`src/pkg/cvc_defs.svh`:
```
// constants for the code violation counter readout block
`ifndef CVC_DEFS_SVH
`define CVC_DEFS_SVH

`define CVC_ADDR_CHAN_SEL     8'h8c
`define CVC_ADDR_CONTROL      8'h8d
`define CVC_ADDR_COUNT_BYTE   8'h8e
`define CVC_ADDR_PULSE_GLOBAL 8'hc0
`define CVC_ADDR_PART_ID      8'hfe
`define CVC_ADDR_REVISION     8'hff

`define CVC_RST_CHAN_SEL      8'h00
`define CVC_RST_CONTROL       8'h00
`define CVC_RST_PULSE_GLOBAL  8'h00

`define CVC_CHAN_PICK_MSB     3
`define CVC_CHAN_PICK_LSB     0
`define CVC_BIT_ALL_CLEAR     4
`define CVC_BIT_ALL_LATCH     3
`define CVC_BIT_BYTE_PICK     2
`define CVC_BIT_SINGLE_LATCH  1
`define CVC_BIT_SINGLE_CLEAR  0
`define CVC_BIT_PULSE_ENABLE  0

`define CVC_NUM_CHANNELS      8
`define CVC_COUNT_MAX         16'hffff

`define CVC_CLK_PERIOD_NS     40
`define CVC_CLEAR_TIME_NS     1000
`define CVC_CLEAR_CYCLES      ((`CVC_CLEAR_TIME_NS + `CVC_CLK_PERIOD_NS - 1) / `CVC_CLK_PERIOD_NS)
`define CVC_CLEAR_CNT_W       5

`endif

```
`src/pkg/cvc_pkg.sv`:
```
// types for the code violation counter readout block
package cvc_pkg;

  typedef logic [15:0] cvc_count_type;
  typedef logic [7:0]  cvc_byte_type;
  typedef logic [3:0]  cvc_pick_type;

  typedef enum logic [6:0] {
    CVC_SEL_NONE     = 7'b000_0001,
    CVC_SEL_CHAN     = 7'b000_0010,
    CVC_SEL_CONTROL  = 7'b000_0100,
    CVC_SEL_COUNT    = 7'b000_1000,
    CVC_SEL_PULSE    = 7'b001_0000,
    CVC_SEL_PART_ID  = 7'b010_0000,
    CVC_SEL_REVISION = 7'b100_0000
  } cvc_reg_sel_type;

endpackage

```
`src/hdl/cvc_chan.sv`:
```
// one channel: running violation counter and its holding register
`timescale 1ns/1ps
`include "cvc_defs.svh"

module cvc_chan (
  // clock and reset
  input  wire logic               clk,
  input  wire logic               rst,
  // events and commands
  input  wire logic               violation,
  input  wire logic               latch,
  input  wire logic               clear,
  // readout
  output cvc_pkg::cvc_count_type  held_count
);

  cvc_pkg::cvc_count_type count_q;
  cvc_pkg::cvc_count_type count_d;
  cvc_pkg::cvc_count_type hold_q;
  cvc_pkg::cvc_count_type hold_d;

  // sixteen-bit counter
  // saturates so a long unattended run never reads as small
  assign count_d = clear ? '0 :
                   (violation && (count_q != `CVC_COUNT_MAX)) ? count_q + 16'h0001 : count_q;

  assign hold_d = latch ? count_q : hold_q;

  assign held_count = hold_q;

  always_ff @(posedge clk or posedge rst) begin
    if (rst) begin
      count_q <= '0;
      hold_q  <= '0;
    end else begin
      count_q <= count_d;
      hold_q  <= hold_d;
    end
  end

endmodule

```
`src/hdl/cvc_clr_timer.sv`:
```
// measures how long a clear bit has been held high
`timescale 1ns/1ps
`include "cvc_defs.svh"

module cvc_clr_timer (
  // clock and reset
  input  wire logic clk,
  input  wire logic rst,
  // clear bit level
  input  wire logic req,
  // held for the full clear time
  output logic      met
);

  localparam logic [`CVC_CLEAR_CNT_W-1:0] CLEAR_CYCLES = `CVC_CLEAR_CNT_W'(`CVC_CLEAR_CYCLES);

  logic [`CVC_CLEAR_CNT_W-1:0] cnt_q;
  logic [`CVC_CLEAR_CNT_W-1:0] cnt_d;

  // count hold time, stop at limit
  assign cnt_d = !req ? '0 :
                 (cnt_q == CLEAR_CYCLES) ? cnt_q : cnt_q + {{(`CVC_CLEAR_CNT_W-1){1'b0}}, 1'b1};
  assign met   = req && (cnt_q == CLEAR_CYCLES);

  always_ff @(posedge clk or posedge rst) begin
    if (rst) begin
      cnt_q <= '0;
    end else begin
      cnt_q <= cnt_d;
    end
  end

endmodule

```
`src/hdl/cvc_top.sv`:
```
// register bank for reading out per-channel code violation counters
`timescale 1ns/1ps
`include "cvc_defs.svh"

module cvc_top #(
  // identity values; defaults are arbitrary
  parameter logic [7:0] PART_CODE     = 8'h5a,
  parameter logic [7:0] REVISION_CODE = 8'h03
) (
  // clock and reset
  input  wire logic       clk,
  input  wire logic       rst,
  // register port
  input  wire logic [7:0] reg_addr,
  input  wire logic       reg_wr,
  input  wire logic       reg_rd,
  input  wire logic [7:0] reg_wdata,
  output logic      [7:0] reg_rdata,
  // line side
  input  wire logic [7:0] violation_pulse,
  input  wire logic [7:0] e1_mode,
  // pulse shaping control
  output logic            e1_custom_pulse_enable,
  output logic      [7:0] custom_pulse_active,
  // clear hold status
  output logic            single_clear_held,
  output logic            all_clear_held
);

  ////////////////////////////////////////////////////////////////////////////
  // address decode

  cvc_pkg::cvc_reg_sel_type reg_sel;
  wire hit_chan    = (reg_addr == `CVC_ADDR_CHAN_SEL);
  wire hit_control = (reg_addr == `CVC_ADDR_CONTROL);
  wire hit_count   = (reg_addr == `CVC_ADDR_COUNT_BYTE);
  wire hit_pulse   = (reg_addr == `CVC_ADDR_PULSE_GLOBAL);
  wire hit_part    = (reg_addr == `CVC_ADDR_PART_ID);
  wire hit_rev     = (reg_addr == `CVC_ADDR_REVISION);

  assign reg_sel = hit_chan    ? cvc_pkg::CVC_SEL_CHAN :
                   hit_control ? cvc_pkg::CVC_SEL_CONTROL :
                   hit_count   ? cvc_pkg::CVC_SEL_COUNT :
                   hit_pulse   ? cvc_pkg::CVC_SEL_PULSE :
                   hit_part    ? cvc_pkg::CVC_SEL_PART_ID :
                   hit_rev     ? cvc_pkg::CVC_SEL_REVISION : cvc_pkg::CVC_SEL_NONE;

  wire wr_chan    = reg_wr && hit_chan;
  wire wr_control = reg_wr && hit_control;
  wire wr_pulse   = reg_wr && hit_pulse;

  ////////////////////////////////////////////////////////////////////////////
  // writable registers

  // reserved bits are stored and read back as written
  cvc_pkg::cvc_byte_type chan_sel_q;
  cvc_pkg::cvc_byte_type chan_sel_d;
  cvc_pkg::cvc_byte_type control_q;
  cvc_pkg::cvc_byte_type control_d;
  cvc_pkg::cvc_byte_type pulse_q;
  cvc_pkg::cvc_byte_type pulse_d;

  assign chan_sel_d = wr_chan    ? reg_wdata : chan_sel_q;
  assign control_d  = wr_control ? reg_wdata : control_q;
  assign pulse_d    = wr_pulse   ? reg_wdata : pulse_q;

  always_ff @(posedge clk or posedge rst) begin
    if (rst) begin
      chan_sel_q <= `CVC_RST_CHAN_SEL;
    end else begin
      chan_sel_q <= chan_sel_d;
    end
  end

  always_ff @(posedge clk or posedge rst) begin
    if (rst) begin
      control_q <= `CVC_RST_CONTROL;
    end else begin
      control_q <= control_d;
    end
  end

  always_ff @(posedge clk or posedge rst) begin
    if (rst) begin
      pulse_q <= `CVC_RST_PULSE_GLOBAL;
    end else begin
      pulse_q <= pulse_d;
    end
  end

  ////////////////////////////////////////////////////////////////////////////
  // channel pick

  wire cvc_pkg::cvc_pick_type chan_pick = chan_sel_q[`CVC_CHAN_PICK_MSB:`CVC_CHAN_PICK_LSB];

  // 0 is none, 1..8 map to 0..7
  wire       pick_valid = (chan_pick != 4'h0) && (chan_pick <= 4'h8);
  wire [3:0] pick_index = chan_pick - 4'h1;

  wire byte_pick    = control_q[`CVC_BIT_BYTE_PICK];
  wire single_clear = control_q[`CVC_BIT_SINGLE_CLEAR];
  wire all_clear    = control_q[`CVC_BIT_ALL_CLEAR];

  // latches fire on the write that carries a 1, not on the stored level,
  // so a latched value stays frozen while software reads both bytes
  wire single_latch_wr = wr_control && reg_wdata[`CVC_BIT_SINGLE_LATCH];
  wire all_latch_wr    = wr_control && reg_wdata[`CVC_BIT_ALL_LATCH];

  ////////////////////////////////////////////////////////////////////////////
  // channels

  cvc_pkg::cvc_count_type held_count [0:`CVC_NUM_CHANNELS-1];
  logic [`CVC_NUM_CHANNELS-1:0] chan_hit;
  logic [`CVC_NUM_CHANNELS-1:0] chan_latch;
  logic [`CVC_NUM_CHANNELS-1:0] chan_clear;

  assign chan_hit[0] = pick_valid && (pick_index == 4'h0);
  assign chan_hit[1] = pick_valid && (pick_index == 4'h1);
  assign chan_hit[2] = pick_valid && (pick_index == 4'h2);
  assign chan_hit[3] = pick_valid && (pick_index == 4'h3);
  assign chan_hit[4] = pick_valid && (pick_index == 4'h4);
  assign chan_hit[5] = pick_valid && (pick_index == 4'h5);
  assign chan_hit[6] = pick_valid && (pick_index == 4'h6);
  assign chan_hit[7] = pick_valid && (pick_index == 4'h7);

  // single latch; all latch
  // a latch write copies the count from before that edge's increment
  assign chan_latch[0] = all_latch_wr || (single_latch_wr && chan_hit[0]);
  assign chan_latch[1] = all_latch_wr || (single_latch_wr && chan_hit[1]);
  assign chan_latch[2] = all_latch_wr || (single_latch_wr && chan_hit[2]);
  assign chan_latch[3] = all_latch_wr || (single_latch_wr && chan_hit[3]);
  assign chan_latch[4] = all_latch_wr || (single_latch_wr && chan_hit[4]);
  assign chan_latch[5] = all_latch_wr || (single_latch_wr && chan_hit[5]);
  assign chan_latch[6] = all_latch_wr || (single_latch_wr && chan_hit[6]);
  assign chan_latch[7] = all_latch_wr || (single_latch_wr && chan_hit[7]);

  // single clear; all clear
  // clear is a level, so a violation in a clearing cycle is lost
  assign chan_clear[0] = all_clear || (single_clear && chan_hit[0]);
  assign chan_clear[1] = all_clear || (single_clear && chan_hit[1]);
  assign chan_clear[2] = all_clear || (single_clear && chan_hit[2]);
  assign chan_clear[3] = all_clear || (single_clear && chan_hit[3]);
  assign chan_clear[4] = all_clear || (single_clear && chan_hit[4]);
  assign chan_clear[5] = all_clear || (single_clear && chan_hit[5]);
  assign chan_clear[6] = all_clear || (single_clear && chan_hit[6]);
  assign chan_clear[7] = all_clear || (single_clear && chan_hit[7]);

  // one instance per channel, each with its own counter and hold
  cvc_chan u_chan0 (
    .clk        (clk),
    .rst        (rst),
    .violation  (violation_pulse[0]),
    .latch      (chan_latch[0]),
    .clear      (chan_clear[0]),
    .held_count (held_count[0])
  );

  cvc_chan u_chan1 (
    .clk        (clk),
    .rst        (rst),
    .violation  (violation_pulse[1]),
    .latch      (chan_latch[1]),
    .clear      (chan_clear[1]),
    .held_count (held_count[1])
  );

  cvc_chan u_chan2 (
    .clk        (clk),
    .rst        (rst),
    .violation  (violation_pulse[2]),
    .latch      (chan_latch[2]),
    .clear      (chan_clear[2]),
    .held_count (held_count[2])
  );

  cvc_chan u_chan3 (
    .clk        (clk),
    .rst        (rst),
    .violation  (violation_pulse[3]),
    .latch      (chan_latch[3]),
    .clear      (chan_clear[3]),
    .held_count (held_count[3])
  );

  cvc_chan u_chan4 (
    .clk        (clk),
    .rst        (rst),
    .violation  (violation_pulse[4]),
    .latch      (chan_latch[4]),
    .clear      (chan_clear[4]),
    .held_count (held_count[4])
  );

  cvc_chan u_chan5 (
    .clk        (clk),
    .rst        (rst),
    .violation  (violation_pulse[5]),
    .latch      (chan_latch[5]),
    .clear      (chan_clear[5]),
    .held_count (held_count[5])
  );

  cvc_chan u_chan6 (
    .clk        (clk),
    .rst        (rst),
    .violation  (violation_pulse[6]),
    .latch      (chan_latch[6]),
    .clear      (chan_clear[6]),
    .held_count (held_count[6])
  );

  cvc_chan u_chan7 (
    .clk        (clk),
    .rst        (rst),
    .violation  (violation_pulse[7]),
    .latch      (chan_latch[7]),
    .clear      (chan_clear[7]),
    .held_count (held_count[7])
  );

  ////////////////////////////////////////////////////////////////////////////
  // clear hold timers

  // report host hold of single clear
  cvc_clr_timer u_single_timer (
    .clk (clk),
    .rst (rst),
    .req (single_clear),
    .met (single_clear_held)
  );

  // report host hold of all clear
  cvc_clr_timer u_all_timer (
    .clk (clk),
    .rst (rst),
    .req (all_clear),
    .met (all_clear_held)
  );

  ////////////////////////////////////////////////////////////////////////////
  // pulse shaping control

  // global enable gated by E1 mode
  assign e1_custom_pulse_enable = pulse_q[`CVC_BIT_PULSE_ENABLE];
  assign custom_pulse_active    = e1_mode & {`CVC_NUM_CHANNELS{e1_custom_pulse_enable}};

  ////////////////////////////////////////////////////////////////////////////
  // read path

  cvc_pkg::cvc_count_type picked_count;
  cvc_pkg::cvc_byte_type  count_byte;
  cvc_pkg::cvc_byte_type  rdata_d;
  cvc_pkg::cvc_byte_type  rdata_q;

  // one-hot pick chain; no pick selects zero
  assign picked_count = chan_hit[0] ? held_count[0] :
                        chan_hit[1] ? held_count[1] :
                        chan_hit[2] ? held_count[2] :
                        chan_hit[3] ? held_count[3] :
                        chan_hit[4] ? held_count[4] :
                        chan_hit[5] ? held_count[5] :
                        chan_hit[6] ? held_count[6] :
                        chan_hit[7] ? held_count[7] :
                        16'h0000;

  wire cvc_pkg::cvc_byte_type count_low  = picked_count[7:0];
  wire cvc_pkg::cvc_byte_type count_high = picked_count[15:8];

  // picked byte of picked channel; zero with no channel
  // byte pick steers high or low
  assign count_byte = !pick_valid ? 8'h00 :
                      byte_pick   ? count_high : count_low;

  // reads only sample, nothing is cleared on read
  always_comb begin
    rdata_d = rdata_q;
    if (reg_rd) begin
      case (reg_sel)
        cvc_pkg::CVC_SEL_CHAN:     rdata_d = chan_sel_q;
        cvc_pkg::CVC_SEL_CONTROL:  rdata_d = control_q;
        cvc_pkg::CVC_SEL_COUNT:    rdata_d = count_byte;
        cvc_pkg::CVC_SEL_PULSE:    rdata_d = pulse_q;
        cvc_pkg::CVC_SEL_PART_ID:  rdata_d = PART_CODE;
        cvc_pkg::CVC_SEL_REVISION: rdata_d = REVISION_CODE;
        default:                   rdata_d = 8'h00;
      endcase
    end
  end

  always_ff @(posedge clk or posedge rst) begin
    if (rst) begin
      rdata_q <= 8'h00;
    end else begin
      rdata_q <= rdata_d;
    end
  end

  assign reg_rdata = rdata_q;

endmodule

```
`config.mk`:
```
export PLATFORM = sky130hd
export DESIGN_NAME = cvc_top
export DESIGN_NICKNAME = d
export VERILOG_FILES = /design/src/pkg/cvc_pkg.sv /design/src/hdl/cvc_chan.sv /design/src/hdl/cvc_clr_timer.sv /design/src/hdl/cvc_top.sv
export VERILOG_INCLUDE_DIRS = /design/src /design/src/pkg
export SDC_FILE = /design/constraint.sdc
export NUM_CORES = 1
export LEC_CHECK = 0
export BUFFER_PORTS_ARGS = -buffer_cell sky130_fd_sc_hd__buf_2
export CAP_MARGIN = 20
export CORE_MARGIN = 8
export CORE_UTILIZATION = 23
export DETAILED_ROUTE_END_ITERATION = 7
export MAX_ROUTING_LAYER = met4
export PLACE_DENSITY_LB_ADDON = 0.2
export SYNTH_ARGS = -nofsm -noshare
export SYNTH_HDL_FRONTEND = slang
export SYNTH_SLANG_ARGS = --single-unit
```
`constraint.sdc`:
```
create_clock -name clk -period 10.4 [get_ports clk]
set_input_delay 2.08 -clock clk [delete_from_list [all_inputs] [get_ports clk]]
set_output_delay 2.08 -clock clk [all_outputs]
set_load 0.02 [all_outputs]
```
==> results of run 1 <==
-- power by group --
| group | total, mW | internal, mW | leakage, nW | switching (mW) |
|---|---|---|---|---|
| clock network | 1.24 | 0.753 | 0.582 | 0.489 |
| logic | 0.351 | 0.150 | 2.90 | 0.201 |
| registers | 1.46 | 1.28 | 4.05 | 0.181 |
-- sequential cells by signal, indices dropped and copies added (netlist names) --
signal / count
u_chan0.count_q: 16
u_chan0.held_count: 16
u_chan1.count_q: 16
u_chan1.held_count: 16
u_chan2.count_q: 16
u_chan2.held_count: 16
u_chan3.count_q: 16
u_chan3.held_count: 16
u_chan4.count_q: 16
u_chan4.held_count: 16
u_chan5.count_q: 16
u_chan5.held_count: 16
u_chan6.count_q: 16
u_chan6.held_count: 16
u_chan7.count_q: 16
u_chan7.held_count: 16
chan_sel_q: 8
control_q: 8
pulse_q: 8
reg_rdata: 8
u_all_timer.cnt_q: 5
u_single_timer.cnt_q: 5
-- how the worst max path moves through the flow --
stage	from	endpoint	slack, ps	cells past startpoint
2_1_floorplan	rst	chan_sel_q[0]	90	1
3_3_place_gp	reg_addr[4]	u_chan3.held_count[11]	5630	6
3_5_place_dp	reg_addr[4]	u_chan2.held_count[15]	5560	6
4_1_cts	e1_mode[7]	custom_pulse_active[7]	5840	3
5_1_grt	e1_mode[4]	custom_pulse_active[4]	5830	3
6_report	e1_mode[7]	custom_pulse_active[7]	5850	3
-- worst reg2reg max path, cell delays in order (launching register included) --
cell and delay (ps):
dfrtp_2 330, buf_4 480, nand2b_1 640, nor2_1 830, a21oi_1 230, nor2_4 440
mux2_2 400
-- through the flow --
stage	worst slack (ps)	instance area, um^2
finish	5846	17070
global route	5830	17070
CTS	5843	17060
detailed placement	5561	15900
global placement	5626	15900
floorplan	87.48	14740
-- synthesized netlist by cell type (all sizes together) (9+ instances only) --
cell / instances / area share
dfrtp: 298 / 0.51
nor2: 187 / 0.050
mux2: 156 / 0.12
nand2: 89 / 0.023
xor2: 72 / 0.043
nand3: 65 / 0.023
a21oi: 60 / 0.020
o21ai: 54 / 0.018
xnor2: 46 / 0.027
clkbuf: 45 / 0.012
nand4: 35 / 0.015
nor3: 30 / 0.011
inv: 26 / 0.0066
and3: 21 / 0.0089
and4: 13 / 0.0077
buf: 13 / 0.0085
ha: 12 / 0.010
mux2i: 12 / 0.0081
nand2b: 11 / 0.0047
a211oi: 10 / 0.0051
a31oi: 10 / 0.0042
o22ai: 10 / 0.0042
or3: 10 / 0.0042
and2: 9 / 0.0038
-- final cells by class --
type | instances | area, um^2
fill | 6684 | 46810
sequential | 298 | 7458
multi-input combinational | 1013 | 6888
clock buffer | 56 | 1107
tap | 855 | 1070
timing repair buffer | 69 | 380.4
inverter | 26 | 105.1
clock inverter | 7 | 60.06
antenna | 1 | 2.502
-- cell families (layout without fill, tap and decap cells) --
kind of cell               after synthesis  in the layout  synth area share
and+or+nand+nor                        502            502            0.1681
DFF                                    298            298            0.5059
AOI/OAI and AO/OA                      213            213           0.09124
muxes                                  168            168            0.1273
xor gates and xnor gates               118            118           0.07011
buffers and inverters                   84            158           0.02724
adders and majority gates               12             12           0.01018
other                                    0              1                 0
-- per-layer routing --
metal | GRT usage | part of all wire | up-vias
met5 | - | 0 | -
met4 | 0.03461 | 0.024 | 0
met3 | 0.02346 | 0.049 | 55
met2 | 0.1722 | 0.44 | 231
met1 | 0.1639 | 0.49 | 5280
li1 | - | - | 5076
==> flow_summary.ini, run 1 <==
[global_routing]
track_usage = 0.1179
grt_max_degree = 115
antenna_found_initial = 1
grt_pass1_vias = 10600
gr-total-overflow = 0
grt_pass1_wl_mm = 66.59

[timing]
hold_violations = 0
min_period_ps = 4554
finalCritPeriodShare = 0.4379
whs_ps = 499.6
tns_ps = 0
drv_slew = 0
max_freq_mhz = 219.6
slew_headroom = 0.2726
worst_pin_slew_ps = 1082
final.setup_skew_ps = 12.75
setup_viol = 0
rsz0062_at_grt = false

[synth]
synth_area_um2 = 14740
async_flop_share = 1.000
yosysUniqueCellTypes = 71
synthCells = 1395
synth-edff-count = 0
synth_flop_cell = dfrtp_1
ys_seq_area_frac = 0.5059
synth_nets = 1443
ys_ff_latch = 298
yosysWarnings = 0
synth_area_per_cell_um2 = 10.57

[die]
dieArea_um2 = 72450
die-height_um = 269.2
die_w_um = 269.2
start_util = 0.2308
coreArea_um2 = 63880
io_pins = 55
fp-row-count = 93

[min_path]
min_to = u_chan6.held_count[7]
hold_path_class = reg -> reg
hold_depth = 1
hp-start = u_chan6.held_count[7]

[routing]
drc = 0
dr_total_vias = 10640
antenna_left = 0
drt-vias-per-instance = 4.577
drtPass1Iterations = 6
wl_per_cell_um = 18.17
drt_iter0_drc = 724
wl_mm = 42.25

[placed_design]
dp_cells = 2260
gp_congestion = 0.8334
place_hpwl_mm = 29.81
io_buffers = 54

[worst_setup_path]
critical_path.most_common_cell = buf_2
reg2reg_from = chan_sel_q[0]
critPathCaptureType = primary output
worstReg2RegEnd = u_chan0.held_count[0]
worst_setup_path_start_kind = primary input
arrival_ps = 2470
r2r.worst_path.cells = 6
r2r_slack_ps = 6930
crit_buf_inv = 2
slowest_stage = buf_2
path_delay_family = buffers and inverters
critical_path_required_ps = 8320
crit_fanout = 1
cp_cell_sequence = buf_2 > and2_1 > buf_2
slowest_delay_ps = 150
criticalPathCategory = in -> out

[clock_network]
holdBufCountCts = 0
cts_tree = built
post_cts_resized = 0
insertion_delay_ps = 540
htree_levels = 2
clkTransAtPathRegs_ps = 60
cts_buffer_depth = 3
cts-root-buf = clkbuf_16
clock_sinks = 298
post-cts-setup-buffer-count = 0
cts_buffers = 36

[pwr]
cellPowerDensity_nw_per_um2 = 178.7
ir_worst_vdd_mv = 0.09717
power_mw = 3.051
power.leakage_nw = 7.529

[final_layout]
nets = 1492
final_cell_mix = dfrtp_1, nor2_1, mux2_2, nand2_1, xor2_1
finalCoreUtilization = 0.2672
fin_cells = 2325
drive_gt1_frac = 0.2090
syn_to_final_growth_pct = 15.80
final_common_cell = dfrtp_1

[run]
maxCapViolations = 0

[status]
status = completed
Power figures use the tool's default switching activity.
==> inputs of run 2 (changes only) <==
==> constraint.sdc (replaced) <==
create_clock -name clk -period 4.65 [get_ports clk]
set_input_delay 0.93 -clock clk [delete_from_list [all_inputs] [get_ports clk]]
set_output_delay 0.93 -clock clk [all_outputs]
set_load 0.02 [all_outputs]
==> run 2 against run 1 <==
Against the previous run:
- worst setup slack got worse by 4700 ps
- non-clock buffer count rose by 7
- core utilization rose by 0.26 points
- clock power rose by 140%
- critical path type is now reg -> reg
- highest routed layer unchanged
==> flow_summary.ini, run 2 (same netlist as run 1, synthesis figures left out) <==
[final_layout]
final_cell_mix = dfrtp_1, nor2_1, mux2_2, nand2_1, xor2_1
final_common_cell = dfrtp_1
fin_cells = 2336
fill_cells = 6715
final_area_um2 = 17240
drive_gt1_frac = 0.2142
nets = 1500
syn_to_final_growth_pct = 16.95

[routing]
wl_mm = 42.17
drc = 0
drt-vias-per-instance = 4.571
drtPass1Iterations = 7
antenna_left = 0
drt_iter0_drc = 720
wl_per_cell_um = 18.05
dr_total_vias = 10680

[timing]
setup_viol = 0
whs_ps = 498.8
rsz0062_at_grt = false
min_period_ps = 3469
hold_violations = 0
max_freq_mhz = 288.3
finalCritPeriodShare = 0.7460
slew_headroom = 0.3251
timing.final.ws_setup_ps = 1181
worst_pin_slew_ps = 1012
final.setup_skew_ps = 12.75
drv_slew = 0

[worst_setup_path]
path_depth = 5
slowest_stage = dfrtp_1
worst_setup_path_start_kind = flop
arrival_ps = 3890
slowest_delay_ps = 1000
criticalPathCategory = reg -> reg
path_delay_family = simple AND/OR/NAND/NOR gates
critPathCaptureType = flop
crit_fanout = 27
r2r.worst_path.cells = 5
critical_path_required_ps = 5070
cp_cell_sequence = inv_1 > nor2_1 > a21oi_1 > nor2_2 > mux2_2
crit_buf_inv = 1

[pwr]
cellPowerDensity_nw_per_um2 = 405.6
power.leakage_nw = 7.625
ir_worst_vdd_mv = 0.2083
power_mw = 6.992

[clock_network]
htree_levels = 2
cts-root-buf = clkbuf_16
clkTransAtPathRegs_ps = 60
post-cts-setup-buffer-count = 0
cts_buffers = 37
holdBufCountCts = 0
cts_tree = built
insertion_delay_ps = 550
clock_sinks = 298
post_cts_resized = 0
cts_buffer_depth = 3

[placed_design]
place_hpwl_mm = 30.19
dpl_cell_area_um2 = 15960
io_buffers = 54
dp_cells = 2265
preCtsSetupSlack_ps = 1007
gp_congestion = 0.8320

[die]
io_pins = 55
die_w_um = 269.2
coreArea_um2 = 63880
die-height_um = 269.2
start_util = 0.2308
dieArea_um2 = 72450
fp-row-count = 93

[global_routing]
gr-total-overflow = 0
grt_max_degree = 96
grt_pass1_wl_mm = 66.97
grt_pass1_vias = 10780
track_usage = 0.1180
antenna_found_initial = 1

[min_path]
hold_depth = 1
hold_path_class = reg -> reg

[status]
status = completed

[run]
maxCapViolations = 0
[run 2: changes by cell type in the layout (fill, tap and decap cells not counted), sizes merged]
cell / before / now
buf: 68 / 74
bufinv: 1 / 3
clkbuf: 57 / 56
clkinv: 6 / 7
clkinvlp: 0 / 2
dlymetal6s2s: 0 / 1
[run 2: path summary, 6_finish.rpt]
kind                                   startpoint  slack [ps]                endpoint
max reg2reg                         chan_sel_q[1]        1180   u_chan6.held_count[7]
min reg2reg                u_chan6.held_count[15]         500  u_chan6.held_count[15]
min in group asynchronous                     rst         580      u_chan0.count_q[2]
max                                 chan_sel_q[1]        1180   u_chan6.held_count[7]
max in group asynchronous                     rst        3060     u_chan4.count_q[13]
min                        u_chan6.held_count[15]         500  u_chan6.held_count[15]
[run 2: stage by stage]
step | utilization | TNS, ps
6_report | 0.2699 | 0
5_1_grt | 0.2699 | 0
4_1_cts | 0.2694 | 0
3_5_place_dp | 0.2498 | 0
3_3_place_gp | 0.2498 | 0
2_1_floorplan | - | -71250
[run 2: report_power, final]
group | internal, mW | switching [mW] | total, mW
registers | 2.85 | 0.416 | 3.27
logic | 0.341 | 0.437 | 0.779
clock network | 1.83 | 1.12 | 2.94
total | 5.02 | 1.97 | 6.99
[run 2: cell type report]
| cell class | count | area (um^2) | area share |
|---|---|---|---|
| diodes | 1 | 2.502 | 0.0001451 |
| clock buffers | 55 | 1116 | 0.06474 |
| clock inverters | 12 | 141.4 | 0.008201 |
| inverters | 26 | 101.3 | 0.005878 |
| multi-input cells | 1013 | 6888 | 0.3995 |
| flip-flops and latches | 298 | 7458 | 0.4326 |
| well taps | 855 | 1070 | 0.06205 |
| repair buffers | 76 | 462.9 | 0.02685 |
[run 2: worst register-to-register path, cell delays in order (launching register included)]
cell and delay [ps]:
dfrtp_1 1000, inv_1 630, nor2_1 510, a21oi_1 140, nor2_2 650, mux2_2 420
[run 2: layer usage]
metal | track usage | wire length [um] | vias up
met1 | 0.1651 | 20590 | 5306
met4 | 0.03275 | 1025 | 0
li1 | - | - | 5077
met3 | 0.02009 | 1866 | 65
met2 | 0.1745 | 18690 | 230
met5 | - | 0 | -
